**config.mk**
```make
export PLATFORM = sky130hd
export DESIGN_NAME = cms_sequencer
export DESIGN_NICKNAME = d
export VERILOG_FILES = /design/src/logic/cms_pkg.sv /design/src/logic/cms_sequencer.sv /design/src/logic/cms_word_buf.sv
export SDC_FILE = /design/constraint.sdc
export NUM_CORES = 1
export LEC_CHECK = 0
export BUFFER_PORTS_ARGS = -buffer_cell sky130_fd_sc_hd__buf_2
export CAP_MARGIN = 20
export CORE_MARGIN = 3
export CORE_UTILIZATION = 50
export CTS_BUF_LIST = sky130_fd_sc_hd__clkbuf_16
export CTS_CLUSTER_SIZE = 14
export DETAILED_ROUTE_END_ITERATION = 16
export HOLD_SLACK_MARGIN = 0.15
export PLACE_DENSITY_LB_ADDON = 0.3
export SETUP_SLACK_MARGIN = 0.5
export SKIP_CTS_REPAIR_TIMING = 1
export SLEW_MARGIN = 20
export SYNTH_ARGS = -nofsm -noshare
export SYNTH_HDL_FRONTEND = slang
export SYNTH_SLANG_ARGS = --single-unit
```
**constraint.sdc**
```tcl
create_clock -name hclk -period 2.7 [get_ports hclk]
set_input_delay 0.405 -clock hclk [delete_from_list [all_inputs] [get_ports hclk]]
set_output_delay 0.405 -clock hclk [all_outputs]
set_load 0.01 [all_outputs]
```
**src/logic/cms_pkg.sv**
```systemverilog
`default_nettype none
package cms_pkg;

  // ============================================================
  // Register map (byte addresses).
  localparam logic [7:0] CMS_CTRL_OFS   = 8'h00;
  localparam logic [7:0] CMS_STATUS_OFS = 8'h04;
  localparam logic [7:0] CMS_LENGTH_OFS = 8'h08;
  localparam logic [7:0] CMS_COUNT_OFS  = 8'h0C;
  localparam logic [7:0] CMS_DATA_OFS   = 8'h10;

  // ============================================================
  // Control field positions and reset values.
  localparam int CMS_CTRL_RECONF_BIT  = 0;
  localparam int CMS_CTRL_VARIANT_BIT = 1;
  localparam int CMS_CTRL_PULLUP_BIT  = 2;
  localparam logic [2:0]  CMS_CTRL_RST   = 3'h4;
  localparam logic [31:0] CMS_LENGTH_RST = 32'h0000_0100;

  // ============================================================
  // Timing and sizes.
  localparam int          CMS_INIT_DONE_EDGES = 40;
  localparam logic [7:0]  CMS_INIT_CYCLES     = 8'h20;
  localparam int          CMS_BUF_DEPTH       = 2;
  localparam int          CMS_WORD_W          = 32;

  typedef enum logic [1:0] {
    CMS_ST_CONFIG,
    CMS_ST_INIT,
    CMS_ST_USER
  } cms_state_t;

  typedef enum logic [2:0] {
    CMS_SCH_SERIAL,
    CMS_SCH_PAR_SYNC,
    CMS_SCH_PAR_ASYNC,
    CMS_SCH_SER_ASYNC,
    CMS_SCH_RESERVED
  } cms_scheme_t;

  typedef struct packed {
    logic                  valid;
    logic [CMS_WORD_W-1:0] data;
  } cms_word_t;

endpackage
`default_nettype wire

```
**src/logic/cms_sequencer.sv**
```systemverilog
// Behaviour
// Storage is volatile; every power-up needs a full load before user functions.
// After loading, registers and I/O are initialized, then user mode entered.
// Configuration-complete stays low at power-up and loading, rises when loaded.
// Reconfiguration request low drives configuration-complete low.
// User I/O tri-stated during configuration, handed to design after initialization.
// Optional variant enables weak pull-ups on user I/O during configuration.
// Init-complete high while request low and about first 40 clock edges.
// Far side never leaves the load clock floating.
// Far side never leaves the serial load bit floating.
// Active scheme: both sides handshake; data only once both ready.
// Passive schemes: host controls loading and may reconfigure at run time.
// Two-pin decode: 00 serial, 10 parallel synchronous, 11 parallel asynchronous.
// One-pin decode: 0 serial, 1 serial asynchronous.
// Scheme pins change only between configurations.
// Two-pin combination 01 is reserved; no loading starts under it.
// Sequencer has config, init, user states; request low returns to config.
//
// Added by the designer: the address map and register access over AHB-Lite.
`timescale 1ns/10ps
`default_nettype none
module cms_sequencer
  import cms_pkg::*;
(
  input  wire logic        hclk,
  input  wire logic        hresetn,
  input  wire logic        hsel,
  input  wire logic [31:0] haddr,
  input  wire logic [1:0]  htrans,
  input  wire logic        hwrite,
  input  wire logic [2:0]  hsize,
  input  wire logic [31:0] hwdata,
  input  wire logic        hready,
  output logic [31:0]      hrdata,
  output logic             hreadyout,
  output logic             hresp,
  input  wire logic        config_request_n,
  input  wire logic        load_clock_in,
  input  wire logic        serial_load_bit_in,
  input  wire logic        scheme_select_low,
  input  wire logic        scheme_select_high,
  input  wire logic        scheme_select_single,
  input  wire logic        link_ready,
  output logic             device_ready,
  output logic             config_done,
  output logic             init_done,
  output logic             user_io_oe_n,
  output logic             user_io_pullup,
  output logic             user_mode,
  output logic [31:0]      load_word,
  output logic             load_word_valid,
  input  wire logic        load_word_ready
);

  // ============================================================
  // Decoding helpers.
  function automatic cms_scheme_t decode_scheme(input logic single_pin,
                                                input logic hi,
                                                input logic lo,
                                                input logic one);
    if (single_pin) begin
      decode_scheme = one ? CMS_SCH_SER_ASYNC : CMS_SCH_SERIAL;
    end else if (!hi && !lo) begin
      decode_scheme = CMS_SCH_SERIAL;
    end else if (hi && !lo) begin
      decode_scheme = CMS_SCH_PAR_SYNC;
    end else if (hi && lo) begin
      decode_scheme = CMS_SCH_PAR_ASYNC;
    end else begin
      decode_scheme = CMS_SCH_RESERVED;
    end
  endfunction

  function automatic logic hit(input logic [7:0] a, input logic [7:0] ofs);
    hit = (a == ofs);
  endfunction

  // ============================================================
  // State.
  typedef struct packed {
    logic [1:0]  req_s;
    logic [1:0]  clk_s;
    logic [1:0]  bit_s;
    logic [1:0]  lo_s;
    logic [1:0]  hi_s;
    logic [1:0]  one_s;
    logic [1:0]  rdy_s;
    logic        clk_d;
    cms_state_t  st;
    cms_scheme_t scheme;
    logic [2:0]  ctrl;
    logic [31:0] length;
    logic [31:0] count;
    logic [31:0] shift;
    logic [4:0]  nbits;
    logic [5:0]  edges;
    logic [7:0]  init_cnt;
    logic        done;
    logic        started;
    logic        ap_valid;
    logic        ap_write;
    logic [7:0]  ap_addr;
    logic [31:0] rdata;
    cms_word_t   sw;
  } cms_state_s_t;

  cms_state_s_t s_r;
  cms_state_s_t s_nxt;
  cms_word_t    buf_in;
  cms_word_t    buf_out;
  logic         buf_in_ready;
  logic         flush;

  cms_word_buf u_buf (
    .hclk     (hclk),
    .hresetn  (hresetn),
    .flush    (flush),
    .in_word  (buf_in),
    .in_ready (buf_in_ready),
    .out_word (buf_out),
    .out_ready(load_word_ready)
  );

  // ============================================================
  // Combined next-state logic.
  logic req_low;
  logic rise;
  logic can_load;

  assign req_low  = ~s_r.req_s[1];
  assign rise     = s_r.clk_s[1] && !s_r.clk_d;
  assign flush    = req_low || s_r.ctrl[CMS_CTRL_RECONF_BIT];
  // Loading waits on the far side's ready, a legal scheme, and buffer room.
  assign can_load = (s_r.st == CMS_ST_CONFIG) && !flush && s_r.rdy_s[1] &&
                    (s_r.scheme != CMS_SCH_RESERVED) && !s_r.done;

  always_comb begin
    s_nxt       = s_r;
    buf_in      = '0;
    s_nxt.req_s = {s_r.req_s[0], config_request_n};
    s_nxt.clk_s = {s_r.clk_s[0], load_clock_in};
    s_nxt.bit_s = {s_r.bit_s[0], serial_load_bit_in};
    s_nxt.lo_s  = {s_r.lo_s[0], scheme_select_low};
    s_nxt.hi_s  = {s_r.hi_s[0], scheme_select_high};
    s_nxt.one_s = {s_r.one_s[0], scheme_select_single};
    s_nxt.rdy_s = {s_r.rdy_s[0], link_ready};
    s_nxt.clk_d = s_r.clk_s[1];
    s_nxt.ctrl[CMS_CTRL_RECONF_BIT] = 1'b0;

    // Scheme pins are sampled only until the first bit of a load is taken, so a mid-load change is ignored.
    if (!s_r.started) begin
      s_nxt.scheme = decode_scheme(s_r.ctrl[CMS_CTRL_VARIANT_BIT], s_r.hi_s[1],
                                   s_r.lo_s[1], s_r.one_s[1]);
    end

    case (s_r.st)
      CMS_ST_CONFIG: begin
        if (can_load && rise && buf_in_ready) begin
          s_nxt.started = 1'b1;
          s_nxt.shift   = {s_r.shift[30:0], s_r.bit_s[1]};
          s_nxt.nbits   = s_r.nbits + 5'h01;
          s_nxt.count   = s_r.count + 32'h0000_0001;
          if (s_r.edges != 6'(CMS_INIT_DONE_EDGES)) begin
            s_nxt.edges = s_r.edges + 6'h01;
          end
          if (s_r.nbits == 5'h1F) begin
            buf_in.valid = 1'b1;
            buf_in.data  = {s_r.shift[30:0], s_r.bit_s[1]};
          end
          if (s_r.count + 32'h0000_0001 >= s_r.length) begin
            s_nxt.done = 1'b1;
          end
        end
        if (s_r.done) begin
          s_nxt.st       = CMS_ST_INIT;
          s_nxt.init_cnt = CMS_INIT_CYCLES;
        end
      end
      CMS_ST_INIT: begin
        if (s_r.init_cnt == 8'h00) begin
          s_nxt.st = CMS_ST_USER;
        end else begin
          s_nxt.init_cnt = s_r.init_cnt - 8'h01;
        end
      end
      default: begin
      end
    endcase

    // A reconfiguration request always wins and restarts the whole load.
    if (flush) begin
      s_nxt.st      = CMS_ST_CONFIG;
      s_nxt.done    = 1'b0;
      s_nxt.started = 1'b0;
      s_nxt.count   = '0;
      s_nxt.nbits   = '0;
      s_nxt.edges   = '0;
      s_nxt.shift   = '0;
    end

    // AHB-Lite slave: zero wait states, data phase follows the address phase.
    s_nxt.ap_valid = hsel && hready && htrans[1];
    if (hsel && hready && htrans[1]) begin
      s_nxt.ap_write = hwrite;
      s_nxt.ap_addr  = haddr[7:0];
    end
    if (s_r.ap_valid && s_r.ap_write) begin
      if (hit(s_r.ap_addr, CMS_CTRL_OFS)) begin
        s_nxt.ctrl = hwdata[2:0];
      end else if (hit(s_r.ap_addr, CMS_LENGTH_OFS)) begin
        s_nxt.length = hwdata;
      end
    end
    s_nxt.rdata = '0;
    if (hsel && hready && htrans[1] && !hwrite) begin
      if (hit(haddr[7:0], CMS_CTRL_OFS)) begin
        s_nxt.rdata = {29'h0, s_r.ctrl};
      end else if (hit(haddr[7:0], CMS_STATUS_OFS)) begin
        s_nxt.rdata = {25'h0, s_r.scheme, s_r.st, init_done, config_done};
      end else if (hit(haddr[7:0], CMS_LENGTH_OFS)) begin
        s_nxt.rdata = s_r.length;
      end else if (hit(haddr[7:0], CMS_COUNT_OFS)) begin
        s_nxt.rdata = s_r.count;
      end else if (hit(haddr[7:0], CMS_DATA_OFS)) begin
        s_nxt.rdata = buf_out.data;
      end else begin
        s_nxt.rdata = '0;
      end
    end
  end

  always_ff @(posedge hclk or negedge hresetn) begin
    if (!hresetn) begin
      s_r         <= '0;
      s_r.st      <= CMS_ST_CONFIG;
      s_r.scheme  <= CMS_SCH_SERIAL;
      s_r.ctrl    <= CMS_CTRL_RST;
      s_r.length  <= CMS_LENGTH_RST;
      s_r.req_s   <= 2'h0;
    end else begin
      s_r <= s_nxt;
    end
  end

  // ============================================================
  // Outputs.
  assign hrdata          = s_r.rdata;
  assign hreadyout       = 1'b1;
  assign hresp           = 1'b0;
  // The far side must stop clocking while the buffer is full or the scheme is illegal,
  // otherwise bits it sends would be dropped and words lost.
  assign device_ready    = (s_r.st == CMS_ST_CONFIG) && !flush && !s_r.done &&
                           (s_r.scheme != CMS_SCH_RESERVED) && buf_in_ready;
  assign config_done     = (s_r.st != CMS_ST_CONFIG);
  assign init_done       = (s_r.st == CMS_ST_USER) ||
                           ((s_r.st == CMS_ST_CONFIG) &&
                            (req_low || (s_r.edges < 6'(CMS_INIT_DONE_EDGES))));
  assign user_io_oe_n    = (s_r.st != CMS_ST_USER);
  assign user_io_pullup  = (s_r.st != CMS_ST_USER) && s_r.ctrl[CMS_CTRL_PULLUP_BIT];
  assign user_mode       = (s_r.st == CMS_ST_USER);
  assign load_word       = buf_out.data;
  assign load_word_valid = buf_out.valid;

endmodule
`default_nettype wire

```
**src/logic/cms_word_buf.sv**
```systemverilog
`timescale 1ns/10ps
`default_nettype none
module cms_word_buf
  import cms_pkg::*;
(
  input  wire logic      hclk,
  input  wire logic      hresetn,
  input  wire logic      flush,
  input  wire cms_word_t in_word,
  output logic           in_ready,
  output cms_word_t      out_word,
  input  wire logic      out_ready
);

  typedef struct packed {
    logic [CMS_BUF_DEPTH-1:0][CMS_WORD_W-1:0] mem;
    logic                                     wp;
    logic                                     rp;
    logic [1:0]                               cnt;
  } cms_buf_t;

  cms_buf_t s_r;
  cms_buf_t s_nxt;
  logic     push;
  logic     pop;

  assign in_ready       = (s_r.cnt != 2'h2);
  assign out_word       = {(s_r.cnt != 2'h0), s_r.mem[s_r.rp]};
  assign push           = in_word.valid && in_ready;
  assign pop            = out_word.valid && out_ready;

  always_comb begin
    s_nxt = s_r;
    if (push) begin
      s_nxt.mem[s_r.wp] = in_word.data;
      s_nxt.wp          = ~s_r.wp;
    end
    if (pop) begin
      s_nxt.rp = ~s_r.rp;
    end
    s_nxt.cnt = s_r.cnt + {1'b0, push} - {1'b0, pop};
    if (flush) begin
      s_nxt.wp  = 1'b0;
      s_nxt.rp  = 1'b0;
      s_nxt.cnt = 2'h0;
    end
  end

  always_ff @(posedge hclk or negedge hresetn) begin
    if (!hresetn) begin
      s_r <= '0;
    end else begin
      s_r <= s_nxt;
    end
  end

endmodule
`default_nettype wire

```
Word level (Yosys, flattened, before mapping)
Cells that the tools add are included.
{ "word_totals": {"word_cells": 153, "output_inout_bits": 73, "register_bits": 249, "input_bits": 82} }
{ "classes": {"muxes": 41, "bitwise_logic": 4, "add_sub_neg": 6, "eq_ne": 16, "magnitude_cmp": 5, "reduce_logical": 52} }
{ "op_table": {"columns": ["op", "count"], "rows": [
  ["32-bit two-way mux", 11],
  ["75-bit two-way mux", 3],
  ["33-bit two-way mux", 4],
  ["64-bit bitwise mux", 1],
  ["32-bit by 1-bit adder with 32-bit output, second input constant", 1],
  ["32-bit demux with 1-bit select", 1],
  ["32-bit greater-or-equal comparator", 1],
  ["8-bit by 4-bit == test with 1-bit output, second input constant", 3],
  ["8-bit logical NOT", 3],
  ["1-bit logical AND", 22],
  ["2-bit nonzero test", 9],
  ["8-bit two-way mux", 2],
  ["8-bit one-hot mux with 2 select lines", 1],
  ["3-bit AND reduction", 5],
  ["2-bit two-way mux", 7],
  ["3-bit two-way mux", 4],
  ["3-bit != test, second input constant", 3],
  ["8-bit by 3-bit == test with 1-bit output, second input constant", 1],
  ["8-bit by 5-bit == test with 1-bit output, second input constant", 1],
  ["2-bit != test, second input constant", 4],
  ["8-bit by 1-bit subtractor with 8-bit output, second input constant", 1],
  ["6-bit by 1-bit adder with 6-bit output, second input constant", 1],
  ["1-bit logical NOT", 6],
  ["6-bit less-than comparator, second input constant", 1],
  ["18 further kinds", 28]
]} }

Depth between registers and ports, before layout
{ "logic_depth": {"depth_word": 15, "depth_mapped": 14, "depth_no_buf": 12} }

By module
A second synthesis with hierarchy kept.
{ "hier_totals": {"cells_unflattened": 1158, "hier_area_um2": 12692.2} }
{ "modules_own_cells": {"columns": ["module", "area_each_um2", "cells_each", "seq_area_each_um2", "instances"], "rows": [
  ["cms_sequencer", 9385.3, 964, 4531.8, 1],
  ["cms_word_buf", 3306.9, 194, 1701.6, 1]
]} }

Least setup slack after synthesis
No wires, ideal clock.
{ "synth_timing": {"path_type": "flip-flop to flip-flop", "startpoint": "register s_r[128] (netlist name)", "endpoint": "register s_r[76] (netlist name)", "synth_period_minus_slack_ps": 2962, "required_ps": 2569, "arrival_ps": 2831, "n_path_buf": 1, "slack_ps": -262, "path_stages_with_launch": 14, "setup_ps": 131, "path_cell_list": "dfrtp_1 ha_1 nand3_1 nor4_1 and3_1 clkbuf_1 nand2_1 xnor2_1 ha_1 a21oi_1 nand2_1 a211o_1 nor4_1 a21oi_1"} }
{ "synth_between": {"elab_chain_len": 4} }
{ "synth_lines": {"columns": ["item", "line_no", "rtl"], "rows": [
  ["start: declaration", "cms_sequencer.sv:107", "cms_state_s_t s_r;"],
  ["start signal: assignment", "cms_sequencer.sv:241", "s_r <= s_nxt;"],
  ["32-bit by 1-bit adder with 32-bit output", "cms_sequencer.sv:170", "if (s_r.count + 32'h0000_0001 >= s_r.length) begin"],
  ["32-bit greater-or-equal comparator", "cms_sequencer.sv:170", null],
  ["2-bit nonzero test (no source line)", null, null],
  ["3-bit AND reduction (no source line)", null, null]
]} }
No other way between the ends.
A chain may end at the register's enable or synchronous reset.

Final worst setup path
{ "layout_timing": {"startpoint": "register s_r[129] (netlist name)", "endpoint": "register s_r[76] (netlist name)"} }
The elaborated chain is that of the path after synthesis.

==> summary.md <==
| Metric | Value |
|---|---|
| Die width | `164 um` |
| Register area share after synthesis | `0.497` |
| CTS tree | `yes` |
| Most frequent cells in the layout | `dfrtp_1, nand2_1, buf_2` |
| Worst hold path type | `in -> reg` |
| Clock root buffer | `clkbuf_16` |
| Largest net degree at the start of global routing | `between 70 and 80` |
| Worst-Margin Slew | `0.624 ns` |
| Die ar. | `~27000 sq um` |
| DR WL/cell | `17.6 um` |
| Post-synth net total | `between 1k and 1.5k` |
| Failing checks | `setup timing` |
| Static leakage | `roughly 7.5 nW` |
| Fmax | `0.366 GHz` |
| DIE HEIGHT | `164 um` |
| Area fraction in and, or, nand and nor cells after synthesis | `0.133` |
| Initial drt markers | `between 600 and 700` |
| Type of origin of the critical path | `flop` |
| Vias in the first global route | `8993` |
| Worst Setup End Kind | `flop` |
| CP Data Required Time | `3.16 ns` |
| Inserted Clock Buffers | `27` |
| Ys async rst share | `1.00` |
| Util after Layout | `0.636` |
| Ports | `155` |
| Share of cells above drive strength 1 | `0.339` |
| Setup violators final | `1` |
| Final cell count without fillers | `1698` |
| Initial antenna violation count | `0` |
| Clk slew on worst S/H paths | `0.06 ns` |
| Compound-Gate Fraction of Synth Area | `0.0892` |
| H-tree depth | `1` |
| Final WL | `29900 um` |
| Std cell rows | `57` |
| Reg2reg setup slack | `-0.03 ns` |
| Max-slew violation count | `0` |
| Largest family of logic cells by synthesized area | `multiplexers` |
| HPWL after DPL | `20100 um` |
| Fin crit share | `1.01` |
| Nets | `1476` |
| Pwr Density | `518 nW/um^2` |
| Crit path DAT | `3.19 ns` |
| Synth Area in XOR/XNOR | `0.0405` |
| Max-Cap Viols | `0` |
| RSZ-0062 raised after global routing | `true` |
| Synth Area in Adders | `0.0409` |
| Placed Instances | `roughly 1.6k` |
| Commonest non-fill, non-tap cell in the layout | `dfrtp_1` |
| All-Layer GR Usage | `0.215` |
| DR DRC count | `0` |
| Synthesized area | `12500 sq um` |
| Crit-path max FO | `7` |
| Cell variety after synth | `72` |
| Core ar. | `~24000 sq um` |
| Worst VDD drop | `0.000465 V` |
| IO buf count | `124` |
| Final Hold Viols | `0` |
| Post-synthesis mux area share | `0.137` |
| Initial core utilization | `0.513` |
| GPL Wtd Cong | `0.845` |
| Layout area overhead | `24.0%` |
| Vias/cell | `5.45` |
| Clock Sinks | `249` |
| Final setup slack of the worst path | `-0.0305 ns` |
| Post-route ant nets | `0` |
| Total grt overflow | `0` |
| FF+latch count, synth | `approximately 250` |
| CP Class | `reg -> reg` |
| Detailed-route via count | `9258` |
| Status | `complete, but fails checks` |
| Clock Latency Late Sink | `~0.54 ns` |
| Minimum clock period | `approximately 2.7 ns` |
| Syn Inst Count | `1146` |
| Number of synthesized flops with an enable pin | `0` |
| YS warnings | `0` |
| Most used DFF post-synth | `dfrtp_1` |
| CTS Buffer Depth | `3` |
| First-pass GRT wire length | `46700 um` |
| Syn_area_per_cell | `10.9 sq um` |
| Filler cell count | `1880` |
| Max transition margin | `0.584` |
| Antenna fix cells | `0` |
| Clock Skew | `between 0.015 and 0.02 ns` |
| First-pass DRT Iterations | `6` |
[kinds of logic (layout without fill, tap and decap cells)]
logic type | count (synthesis) | in the layout
fa+ha+maj | 41 | 41
other cells | 2 | 2
flops | 249 | 249
compound gates | 171 | 171
simple gates | 337 | 337
buf+inv | 145 | 373
xor+xnor | 58 | 58
mux | 143 | 143
[report_power, final]
| group | total [mW] | switching, mW | internal [mW] |
|---|---|---|---|
| sequential | 3.86 | 0.0582 | 3.80 |
| combinational | 0.403 | 0.223 | 0.179 |
| clock | 3.80 | 1.50 | 2.30 |
[area by class of cell]
cell class              instances  area, sq um  area share
clock buffers                  27          676      0.0434
clock inverters                23          238      0.0153
inverters                      48          180      0.0116
multi-input cells             752         5770       0.371
flip-flops and latches        249         6240       0.401
well taps                     324          405      0.0261
repair buffers                275         2050       0.132
[sequential cells by signal, summed over array words and instances (netlist names)]
name,cells
s_r,141
hrdata,32
u_buf.s_r,68
s_nxt,8
[layer usage]
metal  GRT usage  part of all wire  vias up
li1            -                 -     4377
met1       0.301              0.44     4552
met2       0.355              0.47      286
met3      0.0296             0.063       43
met4      0.0583             0.022        0
met5           0                 0        -
[synth_stat cells (3+ instances only)]
cell type	instances	area share
dfrtp_1	247	0.49
nand2_1	144	0.043
mux2_2	109	0.098
nor2_1	63	0.019
o21ai_0	50	0.020
a21oi_1	49	0.020
inv_1	48	0.014
ha_1	41	0.041
buf_4	38	0.023
mux2_4	30	0.036
xnor2_1	29	0.020
xor2_1	29	0.020
clkbuf_1	27	0.0081
nand3_1	25	0.010
buf_2	21	0.0084
a22oi_1	18	0.011
nand4_1	17	0.0085
a222oi_1	16	0.013
nor3_1	15	0.0060
nor4_1	11	0.0055
a21o_1	9	0.0054
nand2b_1	8	0.0040
or3_1	8	0.0040
and2_1	6	0.0030
o31ai_1	6	0.0036
and3_1	5	0.0025
a22o_2	4	0.0032
nor2b_1	4	0.0020
or2_2	4	0.0020
or4_1	4	0.0024
buf_1	3	0.00090
buf_6	3	0.0027
nor4_4	3	0.0051
o21a_1	3	0.0018
[final timing paths]
| kind | from | to | cells after the start |
|---|---|---|---|
| hold / removal | hwrite | s_r[73]$_DFFE_PN0P_ | 2 |
| min in group asynchronous | hresetn | hrdata[16]$_DFF_PN0_ | 2 |
| setup / recovery | s_r[129]$_DFFE_PN0P_ | s_r[76]$_DFFE_PN0P_ | 13 |
| hold reg to reg | s_nxt[210]$_DFF_PN0_ | s_r[210]$_DFF_PN0_ | 0 |
| setup reg to reg | s_r[129]$_DFFE_PN0P_ | s_r[76]$_DFFE_PN0P_ | 13 |
| max in group asynchronous | hresetn | s_r[194]$_DFFE_PN1P_ | 3 |
[through the flow]
step           power [mW]  instance area (sq um)  setup TNS [ns]  setup WS, ns  hold slack (ns)
6_report             8.06                  15600         -0.0305       -0.0305            0.148
3_5_place_dp         4.28                  13900          -0.162        -0.162            0.335
5_1_grt              8.35                  15600          -0.232        -0.232            0.151
2_1_floorplan        4.07                  12600               0         0.126            0.109
3_3_place_gp         4.27                  13900         -0.0509       -0.0509            0.332
4_1_cts              8.08                  14800          -0.179        -0.179           -0.130
[critical path, cell delays in order, from the launching register on]
cell	delay, ns
dfrtp_1	0.42
ha_4	0.17
nand3_4	0.09
nor4_4	0.20
buf_4	0.19
and3_4	0.21
nand2_1	0.06
xnor2_1	0.13
ha_1	0.31
nand4_1	0.15
or3_4	0.38
nor2_1	0.13
o31ai_1	0.08
a21oi_1	0.13
(Power assumes the default switching activity.)
